**config.mk**
```make
export PLATFORM = sky130hd
export DESIGN_NAME = amp_fault_warning_status
export DESIGN_NICKNAME = d
export VERILOG_FILES = /design/src/amp_fault_pkg.sv /design/src/input_sync.sv /design/src/sticky_flag.sv /design/src/amp_fault_warning_status.sv
export VERILOG_INCLUDE_DIRS = /design/src
export SDC_FILE = /design/constraint.sdc
export NUM_CORES = 1
export LEC_CHECK = 0
export BUFFER_PORTS_ARGS = -buffer_cell sky130_fd_sc_hd__buf_4
export CORE_MARGIN = 3
export CORE_UTILIZATION = 50
export CTS_CLUSTER_DIAMETER = 30
export CTS_CLUSTER_SIZE = 24
export DETAILED_ROUTE_END_ITERATION = 7
export PLACE_DENSITY_LB_ADDON = 0.05
export SKIP_LAST_GASP = 1
export SLEW_MARGIN = 20
export SYNTH_ARGS = -nofsm -noshare
export SYNTH_HDL_FRONTEND = slang
export SYNTH_HIERARCHICAL = 1
export SYNTH_SLANG_ARGS = --single-unit
```
**constraint.sdc**
```tcl
create_clock -name mclk -period 1.4 [get_ports mclk]
set_clock_uncertainty 0.2 [all_clocks]
set_input_delay 0.28 -clock mclk [delete_from_list [all_inputs] [get_ports mclk]]
set_output_delay 0.28 -clock mclk [all_outputs]
set_load 0.02 [all_outputs]
```
**src/amp_fault_defines.svh**
```systemverilog
`ifndef AMP_FAULT_DEFINES_SVH
`define AMP_FAULT_DEFINES_SVH

// ----------------------------------------------------------------
// register offsets
// ----------------------------------------------------------------
`define OFS_SUPPLY_CLOCK_FAULT 8'h71
`define OFS_THERMAL_OC_FAULT 8'h72
`define OFS_WARNING 8'h73
`define OFS_PIN_MASK1 8'h74
`define OFS_PIN_MASK2 8'h75
`define OFS_FAULT_CLEAR 8'h78

// ----------------------------------------------------------------
// field positions
// ----------------------------------------------------------------
`define BIT_UNDERVOLTAGE 0
`define BIT_OVERVOLTAGE 1
`define BIT_CLOCK_FAULT 2
`define BIT_THERMAL_SHUTDOWN 0
`define BIT_LEFT_CURRENT_FAULT 1
`define BIT_RIGHT_CURRENT_FAULT 2
`define BIT_THERMAL_WARN_ONE 0
`define BIT_THERMAL_WARN_TWO 1
`define BIT_THERMAL_WARN_THREE 2
`define BIT_THERMAL_WARN_FOUR 3
`define BIT_RIGHT_CURRENT_WARN 4
`define BIT_LEFT_CURRENT_WARN 5
`define BIT_MASK_CURRENT_FAULT 0
`define BIT_MASK_SUPPLY_UV 2
`define BIT_MASK_CLOCK_FAULT 4
`define BIT_MASK_THERMAL_SHUTDOWN 7
`define BIT_MASK_CURRENT_WARN 1
`define BIT_MASK_THERMAL_WARN 2
`define BIT_ANALOG_FAULT_CLEAR 7

// ----------------------------------------------------------------
// reset values and thresholds (degrees C)
// ----------------------------------------------------------------
`define RESET_STATUS 8'h00
`define RESET_PIN_MASK1 8'h00
`define RESET_PIN_MASK2 8'h00
`define THERMAL_LEVEL_ONE_C 112
`define THERMAL_LEVEL_TWO_C 122
`define THERMAL_LEVEL_THREE_C 134
`define THERMAL_LEVEL_FOUR_C 146

`endif

```
**src/amp_fault_pkg.sv**
```systemverilog
package amp_fault_pkg;

   // live detector conditions, one bit each, active high
   typedef struct packed {
      logic clock_error;
      logic supply_overvoltage;
      logic supply_undervoltage;
      logic thermal_shutdown;
      logic left_current_fault;
      logic right_current_fault;
      logic left_current_warning;
      logic right_current_warning;
   } detector_s;

   // host register port request
   typedef struct packed {
      logic [7:0] addr;
      logic wr;
      logic rd;
      logic [7:0] wdata;
   } reg_req_s;

endpackage

```
**src/input_sync.sv**
```systemverilog
`timescale 1ns/10ps
`default_nettype none

module input_sync #(
   parameter int WIDTH = 8
) (
   input wire logic mclk,             // system clock
   input wire logic reset_n,          // synchronous reset, active low
   input wire logic [WIDTH-1:0] d,    // asynchronous levels
   output logic [WIDTH-1:0] q         // filtered synchronous levels
);

   logic [WIDTH-1:0] stage1;
   logic [WIDTH-1:0] stage2;
   logic [WIDTH-1:0] stage3;

   // elaboration check: an empty chain has nothing to filter
   if (WIDTH < 1) begin : g_width_check
      $error("input_sync: WIDTH must be at least 1");
   end

   // ----------------------------------------------------------------
   // three-stage chain
   // ----------------------------------------------------------------
   always_ff @(posedge mclk) begin
      if (!reset_n) begin
         stage1 <= '0;
         stage2 <= '0;
         stage3 <= '0;
      end else begin
         stage1 <= d;
         stage2 <= stage1;
         stage3 <= stage2;
      end
   end

   // ----------------------------------------------------------------
   // accept a change only once stages two and three agree
   // ----------------------------------------------------------------
   always_ff @(posedge mclk) begin
      if (!reset_n) begin
         q <= '0;
      end else begin
         for (int i = 0; i < WIDTH; i++) begin
            if (stage2[i] == stage3[i]) begin
               q[i] <= stage3[i];
            end
         end
      end
   end

endmodule // input_sync

`default_nettype wire

```
**src/sticky_flag.sv**
```systemverilog
`timescale 1ns/10ps
`default_nettype none

module sticky_flag #(
   parameter int WIDTH = 8
) (
   input wire logic mclk,             // system clock
   input wire logic reset_n,          // synchronous reset, active low
   input wire logic [WIDTH-1:0] set,  // event levels
   input wire logic clear,            // one-cycle clear pulse
   output logic [WIDTH-1:0] flag      // latched flags
);

   // elaboration check: at least one flag is needed
   if (WIDTH < 1) begin : g_width_check
      $error("sticky_flag: WIDTH must be at least 1");
   end

   // set wins over a clear in the same cycle
   always_ff @(posedge mclk) begin
      if (!reset_n) begin
         flag <= '0;
      end else begin
         flag <= (clear ? '0 : flag) | set;
      end
   end

endmodule // sticky_flag

`default_nettype wire

```
**src/amp_fault_warning_status.sv**
```systemverilog
// Functional notes
// - clock error sets fault bit 2
// - supply, clock, thermal faults tri-state outputs
// - such faults reported on fault pin
// - clock fault clears, outputs resume automatically
// - flags stay set until clear written
// - overvoltage sets fault bit 1
// - overvoltage removed, outputs resume automatically
// - undervoltage sets fault bit 0
// - thermal shutdown sets bit 0, tri-states, reports
// - right current fault bit 2, left bit 1
// - second fault register bits 7-3 read zero
// - left current warning bit 5, right 4
// - warning bits 0,1 at 112C, 122C
// - warning bits 2,3 at 134C, 146C
// - writing clear bit 7 clears latched faults
// - clock fault mask hides it from pin
`timescale 1ns/10ps
`default_nettype none
`include "amp_fault_defines.svh"

module amp_fault_warning_status #(
   parameter int TEMP_WIDTH = 8
) (
   input wire logic mclk,                         // system clock, 50 MHz
   input wire logic reset_n,                      // synchronous reset, active low
   input wire amp_fault_pkg::detector_s detect,   // asynchronous detector levels
   input wire logic [TEMP_WIDTH-1:0] die_temp,    // die temperature in C, mclk domain
   input wire amp_fault_pkg::reg_req_s req,       // host register request
   output logic [7:0] rdata,                      // read data, valid cycle after rd
   output logic power_stage_hiz,                  // both class-D outputs high impedance
   output logic fault_n                           // fault pin level, active low
);
   import amp_fault_pkg::*;

   // elaboration check: the highest threshold needs eight bits
   if (TEMP_WIDTH < 8) begin : g_temp_width_check
      $error("amp_fault_warning_status: TEMP_WIDTH must be at least 8");
   end

   // ----------------------------------------------------------------
   // detector synchronisation
   // ----------------------------------------------------------------
   detector_s live;
   logic [7:0] live_bits;

   input_sync #(.WIDTH(8)) u_sync (
      .mclk(mclk),
      .reset_n(reset_n),
      .d(detect),
      .q(live_bits)
   );

   assign live = detector_s'(live_bits);

   // ----------------------------------------------------------------
   // thermal warning comparators
   // ----------------------------------------------------------------
   localparam logic [TEMP_WIDTH-1:0] TEMP_ONE = TEMP_WIDTH'(`THERMAL_LEVEL_ONE_C);
   localparam logic [TEMP_WIDTH-1:0] TEMP_TWO = TEMP_WIDTH'(`THERMAL_LEVEL_TWO_C);
   localparam logic [TEMP_WIDTH-1:0] TEMP_THREE = TEMP_WIDTH'(`THERMAL_LEVEL_THREE_C);
   localparam logic [TEMP_WIDTH-1:0] TEMP_FOUR = TEMP_WIDTH'(`THERMAL_LEVEL_FOUR_C);

   logic [3:0] thermal_level;

   always_ff @(posedge mclk) begin
      if (!reset_n) begin
         thermal_level <= 4'h0;
      end else begin
         thermal_level[`BIT_THERMAL_WARN_ONE] <= die_temp >= TEMP_ONE;
         thermal_level[`BIT_THERMAL_WARN_TWO] <= die_temp >= TEMP_TWO;
         thermal_level[`BIT_THERMAL_WARN_THREE] <= die_temp >= TEMP_THREE;
         thermal_level[`BIT_THERMAL_WARN_FOUR] <= die_temp >= TEMP_FOUR;
      end
   end

   // ----------------------------------------------------------------
   // host writes: masks and clear strobe
   // ----------------------------------------------------------------
   logic [7:0] pin_mask1;
   logic [7:0] pin_mask2;
   logic analog_fault_clear;

   // status offsets fall through untouched: they hold no writable bits
   always_ff @(posedge mclk) begin
      if (!reset_n) begin
         pin_mask1 <= `RESET_PIN_MASK1;
         pin_mask2 <= `RESET_PIN_MASK2;
      end else if (req.wr) begin
         unique case (req.addr)
            `OFS_PIN_MASK1: pin_mask1 <= req.wdata & 8'hf7;
            `OFS_PIN_MASK2: pin_mask2 <= req.wdata & 8'h07;
            default: ;
         endcase
      end
   end

   always_ff @(posedge mclk) begin
      if (!reset_n) begin
         analog_fault_clear <= 1'b0;
      end else begin
         analog_fault_clear <= req.wr && req.addr == `OFS_FAULT_CLEAR
            && req.wdata[`BIT_ANALOG_FAULT_CLEAR];
      end
   end

   // ----------------------------------------------------------------
   // latched status flags
   // ----------------------------------------------------------------
   logic [7:0] next_fault1_set;
   logic [7:0] next_fault2_set;
   logic [7:0] next_warn_set;
   logic [7:0] supply_clock_fault_status;
   logic [7:0] thermal_overcurrent_fault_status;
   logic [7:0] warning_status;

   always_comb begin
      next_fault1_set = 8'h00;
      next_fault1_set[`BIT_CLOCK_FAULT] = live.clock_error;
      next_fault1_set[`BIT_OVERVOLTAGE] = live.supply_overvoltage;
      next_fault1_set[`BIT_UNDERVOLTAGE] = live.supply_undervoltage;
      next_fault2_set = 8'h00;
      next_fault2_set[`BIT_THERMAL_SHUTDOWN] = live.thermal_shutdown;
      next_fault2_set[`BIT_RIGHT_CURRENT_FAULT] = live.right_current_fault;
      next_fault2_set[`BIT_LEFT_CURRENT_FAULT] = live.left_current_fault;
      next_warn_set = 8'h00;
      next_warn_set[3:0] = thermal_level;
      next_warn_set[`BIT_LEFT_CURRENT_WARN] = live.left_current_warning;
      next_warn_set[`BIT_RIGHT_CURRENT_WARN] = live.right_current_warning;
   end

   sticky_flag #(.WIDTH(24)) u_flags (
      .mclk(mclk),
      .reset_n(reset_n),
      .set({next_fault1_set, next_fault2_set, next_warn_set}),
      .clear(analog_fault_clear),
      .flag({supply_clock_fault_status, thermal_overcurrent_fault_status, warning_status})
   );

   // ----------------------------------------------------------------
   // power stage and fault pin
   // ----------------------------------------------------------------
   logic next_fault_report;

   // hiz follows the live condition so the stage recovers by itself
   always_ff @(posedge mclk) begin
      if (!reset_n) begin
         power_stage_hiz <= 1'b1;
      end else begin
         power_stage_hiz <= live.clock_error | live.supply_overvoltage
            | live.supply_undervoltage | live.thermal_shutdown;
      end
   end

   always_comb begin
      next_fault_report =
         (supply_clock_fault_status[`BIT_CLOCK_FAULT]
            & ~pin_mask1[`BIT_MASK_CLOCK_FAULT])
         | supply_clock_fault_status[`BIT_OVERVOLTAGE]
         | (supply_clock_fault_status[`BIT_UNDERVOLTAGE]
            & ~pin_mask1[`BIT_MASK_SUPPLY_UV])
         | (thermal_overcurrent_fault_status[`BIT_THERMAL_SHUTDOWN]
            & ~pin_mask1[`BIT_MASK_THERMAL_SHUTDOWN])
         | (|thermal_overcurrent_fault_status[2:1]
            & ~pin_mask2[`BIT_MASK_CURRENT_FAULT])
         | (|warning_status[5:4] & ~pin_mask2[`BIT_MASK_CURRENT_WARN])
         | (|warning_status[3:0] & ~pin_mask2[`BIT_MASK_THERMAL_WARN]);
   end

   always_ff @(posedge mclk) begin
      if (!reset_n) begin
         fault_n <= 1'b1;
      end else begin
         fault_n <= ~next_fault_report;
      end
   end

   // ----------------------------------------------------------------
   // host reads
   // ----------------------------------------------------------------
   always_ff @(posedge mclk) begin
      if (!reset_n) begin
         rdata <= 8'h00;
      end else if (req.rd) begin
         unique case (req.addr)
            `OFS_SUPPLY_CLOCK_FAULT: rdata <= supply_clock_fault_status & 8'h07;
            `OFS_THERMAL_OC_FAULT: rdata <= thermal_overcurrent_fault_status & 8'h07;
            `OFS_WARNING: rdata <= warning_status & 8'h3f;
            `OFS_PIN_MASK1: rdata <= pin_mask1;
            `OFS_PIN_MASK2: rdata <= pin_mask2;
            default: rdata <= 8'h00;
         endcase
      end
   end

   // ----------------------------------------------------------------
   // assertions
   // ----------------------------------------------------------------
   a_clock_fault_set: assert property (@(posedge mclk) disable iff (!reset_n)
      live.clock_error |=> supply_clock_fault_status[`BIT_CLOCK_FAULT])
      else $error("clock fault flag not set");

   a_overvolt_set: assert property (@(posedge mclk) disable iff (!reset_n)
      live.supply_overvoltage |=> supply_clock_fault_status[`BIT_OVERVOLTAGE])
      else $error("overvoltage flag not set");

   a_undervolt_set: assert property (@(posedge mclk) disable iff (!reset_n)
      live.supply_undervoltage |=> supply_clock_fault_status[`BIT_UNDERVOLTAGE])
      else $error("undervoltage flag not set");

   a_hiz_on_fault: assert property (@(posedge mclk) disable iff (!reset_n)
      (live.clock_error || live.thermal_shutdown) |=> power_stage_hiz)
      else $error("outputs not tri-stated on fault");

   // reset_n sampled in the antecedent: hiz still stands one edge after release
   a_hiz_recovers: assert property (@(posedge mclk) disable iff (!reset_n)
      reset_n && !live.clock_error && !live.supply_overvoltage && !live.supply_undervoltage
      && !live.thermal_shutdown |=> !power_stage_hiz)
      else $error("outputs did not resume");

   a_flag_holds: assert property (@(posedge mclk) disable iff (!reset_n)
      supply_clock_fault_status[`BIT_CLOCK_FAULT] && !analog_fault_clear
      |=> supply_clock_fault_status[`BIT_CLOCK_FAULT])
      else $error("latched flag dropped without clear");

   a_clear_works: assert property (@(posedge mclk) disable iff (!reset_n)
      req.wr && req.addr == `OFS_FAULT_CLEAR && req.wdata[7]
      ##1 (next_fault2_set == 8'h00) |=> thermal_overcurrent_fault_status == 8'h00)
      else $error("clear did not empty flags");

   a_reserved_zero: assert property (@(posedge mclk) disable iff (!reset_n)
      thermal_overcurrent_fault_status[7:3] == 5'h00)
      else $error("reserved bits set");

   a_warn_level: assert property (@(posedge mclk) disable iff (!reset_n)
      die_temp >= TEMP_ONE |=> ##1 warning_status[`BIT_THERMAL_WARN_ONE])
      else $error("thermal warning one not set");

   a_clock_masked: assert property (@(posedge mclk) disable iff (!reset_n)
      pin_mask1[`BIT_MASK_CLOCK_FAULT] && supply_clock_fault_status == 8'h04
      && thermal_overcurrent_fault_status == 8'h00 && warning_status == 8'h00
      |=> fault_n)
      else $error("masked clock fault reached pin");

   a_pin_reports: assert property (@(posedge mclk) disable iff (!reset_n)
      supply_clock_fault_status[`BIT_OVERVOLTAGE] |=> !fault_n)
      else $error("fault pin not asserted");

   a_status_readonly: assert property (@(posedge mclk) disable iff (!reset_n)
      req.wr && req.addr == `OFS_WARNING && warning_status == 8'h00
      && next_warn_set == 8'h00 |=> warning_status == 8'h00)
      else $error("status changed by host write");

   a_supply_readonly: assert property (@(posedge mclk) disable iff (!reset_n)
      req.wr && req.addr == `OFS_SUPPLY_CLOCK_FAULT && supply_clock_fault_status == 8'h00
      && next_fault1_set == 8'h00 |=> supply_clock_fault_status == 8'h00)
      else $error("supply status changed by host write");

   a_hiz_on_supply: assert property (@(posedge mclk) disable iff (!reset_n)
      (live.supply_overvoltage || live.supply_undervoltage) |=> power_stage_hiz)
      else $error("outputs not tri-stated on supply fault");

   a_thermal_sd_set: assert property (@(posedge mclk) disable iff (!reset_n)
      live.thermal_shutdown |=> thermal_overcurrent_fault_status[`BIT_THERMAL_SHUTDOWN])
      else $error("thermal shutdown flag not set");

   a_left_fault_set: assert property (@(posedge mclk) disable iff (!reset_n)
      live.left_current_fault |=> thermal_overcurrent_fault_status[`BIT_LEFT_CURRENT_FAULT])
      else $error("left current fault flag not set");

   a_right_fault_set: assert property (@(posedge mclk) disable iff (!reset_n)
      live.right_current_fault |=> thermal_overcurrent_fault_status[`BIT_RIGHT_CURRENT_FAULT])
      else $error("right current fault flag not set");

   a_left_warn_set: assert property (@(posedge mclk) disable iff (!reset_n)
      live.left_current_warning |=> warning_status[`BIT_LEFT_CURRENT_WARN])
      else $error("left current warning not set");

   a_right_warn_set: assert property (@(posedge mclk) disable iff (!reset_n)
      live.right_current_warning |=> warning_status[`BIT_RIGHT_CURRENT_WARN])
      else $error("right current warning not set");

   a_warn_level_two: assert property (@(posedge mclk) disable iff (!reset_n)
      die_temp >= TEMP_TWO |=> ##1 warning_status[`BIT_THERMAL_WARN_TWO])
      else $error("thermal warning two not set");

   a_warn_level_three: assert property (@(posedge mclk) disable iff (!reset_n)
      die_temp >= TEMP_THREE |=> ##1 warning_status[`BIT_THERMAL_WARN_THREE])
      else $error("thermal warning three not set");

   a_warn_level_four: assert property (@(posedge mclk) disable iff (!reset_n)
      die_temp >= TEMP_FOUR |=> ##1 warning_status[`BIT_THERMAL_WARN_FOUR])
      else $error("thermal warning four not set");

   a_read_reserved: assert property (@(posedge mclk) disable iff (!reset_n)
      req.rd && req.addr == `OFS_THERMAL_OC_FAULT |=> rdata[7:3] == 5'h00)
      else $error("reserved bits read as one");

   a_clear_reads_zero: assert property (@(posedge mclk) disable iff (!reset_n)
      req.rd && req.addr == `OFS_FAULT_CLEAR |=> rdata == 8'h00)
      else $error("write-only clear register read nonzero");

   a_undervolt_report: assert property (@(posedge mclk) disable iff (!reset_n)
      supply_clock_fault_status[`BIT_UNDERVOLTAGE] && !pin_mask1[`BIT_MASK_SUPPLY_UV]
      |=> !fault_n)
      else $error("undervoltage not reported on pin");

   a_thermal_sd_report: assert property (@(posedge mclk) disable iff (!reset_n)
      thermal_overcurrent_fault_status[`BIT_THERMAL_SHUTDOWN]
      && !pin_mask1[`BIT_MASK_THERMAL_SHUTDOWN] |=> !fault_n)
      else $error("thermal shutdown not reported on pin");

   a_fault_pin_quiet: assert property (@(posedge mclk) disable iff (!reset_n)
      supply_clock_fault_status == 8'h00 && thermal_overcurrent_fault_status == 8'h00
      && warning_status == 8'h00 |=> fault_n)
      else $error("fault pin asserted with no flag set");

endmodule // amp_fault_warning_status

`default_nettype wire

```
# ---- Word level (Yosys, flattened, before mapping)
# Index checks and enable logic that the tools add are counted.
dict set report classes {
  n_reduce_logical 7
  bitwise_logic 23
  n_eq_ne 14
  muxes 2
  order_cmp 4
}
# op count
set ops {}
lappend ops {{$eq 8x7->1 const B} 6}
lappend ops {{$pmux 8 s5} 1}
lappend ops {{$mux 24} 1}
lappend ops {{$or 24x19->24} 1}
lappend ops {{$ge 8x7->1 const B} 2}
lappend ops {{$ge 8x8->1 const B} 2}
lappend ops {{$or 1x1->1} 9}
lappend ops {{$eq 1x1->1} 8}
lappend ops {{$not 1->1} 7}
lappend ops {{$and 1x1->1} 6}
lappend ops {{$reduce_and 2->1} 2}
lappend ops {{$reduce_or 2->1} 2}
lappend ops {{$reduce_or 4->1} 1}
lappend ops {{$logic_and 1x1->1} 2}
dict set report totals {
  in_bits 36
  word_cells 69
  ff_bits 81
}

# ---- Logic depth before layout (Yosys ltp)
dict set report depth {
  depth_word 9
  mapped_depth 4
  depth_no_buf 4
}

# ---- By module
# The synthesis kept the hierarchy.
# module n_inst area_each_um2 cells_each seq_area_each_um2
set modules_own_cells {}
lappend modules_own_cells {amp_fault_warning_status 1 1184.9 128 500.5}
lappend modules_own_cells {input_sync 1 960.9 83 640.6}
lappend modules_own_cells {sticky_flag 1 840.8 76 480.5}

# ---- Worst setup path before layout
# OpenSTA, ideal clock, no wires.
dict set report synth_path {
  kind {input-to-reg}
  startpoint {input req[13] (netlist name)}
  endpoint {register pin_mask1[0]}
  arrival_time_ps 1200
  path_buffers 0
  setup_slack_ps -116
  stages 4
  path_cell_list {nand4bb_4 > nor3_4 > mux2i_1 > nor2b_1}
}
dict set report synth_via {
  elab_chain_len 2
}
# item line_no
set synth_rtl {}
lappend synth_rtl {{start, declared} amp_fault_warning_status.sv:29} ;# input wire amp_fault_pkg::reg_req_s req,
lappend synth_rtl {{$eq 8x7->1} amp_fault_warning_status.sv:90} ;# unique case (req.addr)
lappend synth_rtl {{$reduce_and 2->1 (no line)} n/a}
lappend synth_rtl {{end signal, assigned} amp_fault_warning_status.sv:87} ;# pin_mask1 <= `RESET_PIN_MASK1;
lappend synth_rtl {{end signal, assigned} amp_fault_warning_status.sv:91} ;# `OFS_PIN_MASK1: pin_mask1 <= req.wdata & 8'hf7;
lappend synth_rtl {{end, declared} amp_fault_warning_status.sv:80} ;# logic [7:0] pin_mask1;
# Every way passes these cells.
# A chain may end at the register's enable or synchronous reset.

# ---- Final worst setup path
dict set report layout_path {
  startpoint {register u_flags.flag[0]}
  endpoint {register fault_n}
}
dict set report layout_via {
  elab_chain_len 4
}
# item line_no
set layout_rtl {}
lappend layout_rtl {{start, declared} sticky_flag.sv:11} ;# output logic [WIDTH-1:0] flag
lappend layout_rtl {{start signal, assigned} sticky_flag.sv:24} ;# flag <= (clear ? '0 : flag) | set;
lappend layout_rtl {{$reduce_or 4->1} amp_fault_warning_status.sv:167} ;# | (|warning_status[3:0] & ~pin_mask2[`BIT_MASK_THERMAL_WARN]);
lappend layout_rtl {{$and 1x1->1} amp_fault_warning_status.sv:167}
lappend layout_rtl {{$or 1x1->1} amp_fault_warning_status.sv:157} ;# (supply_clock_fault_status[`BIT_CLOCK_FAULT]
lappend layout_rtl {{$not 1->1} amp_fault_warning_status.sv:174} ;# fault_n <= ~next_fault_report;
lappend layout_rtl {{end signal, assigned} amp_fault_warning_status.sv:174}
lappend layout_rtl {{end, declared} amp_fault_warning_status.sv:32} ;# output logic fault_n
# Every way passes these cells.

==> key figures <==
Placement
  – Routability congestion estimate: 0.8713
  – HPWL after detailed placement: 3587 um
  – Count of buffers from port buffering: 43
  – Area after DPL: 3052 um2
  – Dpl cells: 365
  – Pre-CTS WS: -0.2237 ns

Critical path
  – Crit-path max FO: 2
  – Reg2Reg Setup Slack: 0.06 ns
  – CP required: 1.44 ns
  – Worst Setup Start Kind: register
  – Data arrival time of the worst path: 1.38 ns
  – Critical setup path kind: register to register
  – R2R cell count: 3
  – Worst r2r src: u_flags/flag[0]$_SDFF_PN0_
  – Crit. End Element: register
  – R2R Path End: fault_n$_SDFF_PN1_

Power
  – Pwr/cell area: 1170 nW/um2
  – Leak Pwr: 1.327 nW
  – Worst vdd ir: 835.7 uV

Global route
  – Vias in the first global route: 1934
  – Largest net degree at the start of global routing: 40
  – First-pass GRT wire length: 8783 um
  – Initial antenna violation count: 0
  – Remaining Overflow, GRT: 0
  – Total GRT Usage: 18.78%

Synth
  – Post-Synthesis Cells: 250
  – Yosys Warn Count: 6
  – Average cell area after synthesis: 10.29 um2
  – Syn nets: 286
  – Post-Syn Area: 2574 um2

Clock network
  – Worst-Skew Late Latency: 0.34 ns
  – Clock sink count: 69
  – Clock Pin Slew Worst Setup and Hold Paths: 0.07 ns
  – Clock root buffer master: clkbuf_8
  – Post-CTS Setup Bufs: 0
  – Total CTS buffers: 9
  – H-tree levels: 3
  – CTS tree: done
  – Max Root-Sink Buffers: 2

Timing
  – Worst-margin pin slew: 0.2760 ns
  – RSZ-0062 raised after global routing: true
  – Fin. max-slew vios: 0
  – Slew headroom: 81.56%
  – Final setup violation count: 0
  – Maximum clock frequency: 744.1 MHz
  – Tmin final: 1.344 ns
  – Final hold violations: 0
  – Crit share post-route: 96.00%
  – Setup WS post-layout: 0.05605 ns
  – Hold slack: 0.01101 ns

Cells and area
  – # diodes: 0
  – Final net count: 357
  – FILL cells: 383
  – P&R area growth vs syn: 31.55%
  – Fraction of layout cells with a size suffix above 1: 26.07%
  – Final Non-Filler Cells: 393
  – Finished Cell Area: 3386 um2

Route
  – Drt pass-1 iters: 4
  – DR vias/cell: 5.008
  – Starting DRT DRC Count: 47
  – Post-route DRC violation count: 0
  – DR vias: 1968
  – Routed WL per cell: 12.85 um
  – Antenna Violating Nets Remaining: 0
  – Detailed-route wire length: 5050 um

Status
  – Status: finished, final reports clean

Hold path
  – Hold depth: 3
  – Worst hold path type: primary input to register
  – Hold path start: req[1]
  – Hold path endpoint: pin_mask1[1]$_SDFFE_PN0P_

Floorplanning
  – Die area: 6044 um2
  – Rows: 25
  – Starting density of the core: 53.08%
  – Ports: 46
  – Die boundary width: 77.75 um
  – Core Box Area: 4848 um2
  – Die H: 77.75 um

Flow run
  – Max-cap violation count: 0
[state kept, by name, indices dropped and copies added (netlist names)]
name                flops
analog_fault_clear      1
fault_n                 1
pin_mask1               7
pin_mask2               3
power_stage_hiz         1
rdata                   8
thermal_level           4
u_flags/flag           12
u_sync/q                8
u_sync/stage1           8
u_sync/stage2           8
u_sync/stage3           8
[worst max path at each step]
stage	cells past startpoint	endpoint	from	slack, ns
after floorplan	4	pin_mask1[0]$_SDFFE_PN0P_	req[13]	-0.1
after global placement	6	pin_mask2[0]$_SDFFE_PN0P_	req[13]	-0.22
after detailed placement	6	pin_mask1[2]$_SDFFE_PN0P_	req[13]	-0.22
after CTS	3	fault_n$_SDFF_PN1_	u_flags/flag[0]$_SDFF_PN0_	0.05
after global routing	3	fault_n$_SDFF_PN1_	u_flags/flag[1]$_SDFF_PN0_	-0.05
final	3	fault_n$_SDFF_PN1_	u_flags/flag[0]$_SDFF_PN0_	0.06
[where the power goes]
part           internal [mW]  switching [mW]
Sequential              2.02          0.0235
Clock                  0.874           0.729
Combinational          0.186           0.130
[cells in the final DEF, fill, tap and decap left out, drive strengths merged, types with 2 or more instances in the layout]
| cell | n |
|---|---|
| clkinvlp | 2 |
| nand3 | 4 |
| nor2 | 4 |
| a22oi | 3 |
| o21ai | 17 |
| nor4 | 2 |
| and2b | 2 |
| dlygate4sd3 | 12 |
| nand3b | 4 |
| nand2 | 21 |
| dfxtp | 69 |
| a22o | 2 |
| buf | 58 |
| mux2i | 11 |
| nor2b | 23 |
| and2 | 24 |
| a31oi | 5 |
| a21boi | 12 |
| nand2b | 4 |
| nor3 | 4 |
| inv | 3 |
| a21oi | 2 |
| o21a | 12 |
| clkbuf | 11 |
[stage by stage]
step	setup TNS, ns	utilization (%)	power (mW)
2_1_floorplan	-0.7659	-	2.212
5_1_grt	-0.05039	69.83	4.138
3_5_place_dp	-3.640	62.94	2.374
3_3_place_gp	-3.542	62.94	2.368
6_report	0	69.83	3.963
4_1_cts	0	69.83	4.014
[routing by layer]
metal  vias to the layer above  track usage, %  part of all wire [%]  wire [um]
met1                       897           23.16                    46       2298
met5                         -               0                     0          0
li1                       1007               -                     -          -
met4                         0           10.85                   2.8        139
met2                        53           28.00                    46       2313
met3                        11           6.961                   5.9        299
[final cells by class]
cell class                 count  area (um2)  share of cell area (%)
multi-input combinational    169        1145                   33.81
clock inverter                 5       58.81                   1.737
inverter                       2       7.507                  0.2217
tap                           67       83.83                   2.476
timing repair buffer          70       568.0                   16.78
sequential                    69        1381                   40.80
clock buffer                  11       141.4                   4.176
[worst max-delay path: stages (launching register included)]
cell	delay [ns]
dfxtp_1	0.32
nor4_2	0.31
o221ai_1	0.19
o41ai_2	0.23
[repair_timing]
item | 4_1_cts | 5_1_grt
hold buffers | 12 | 0
setup endpoints to repair | 1 | 1
endpoints found under the hold margin | 12 | 0
resized for setup | 2 | 0
(Power assumes the default switching activity.)
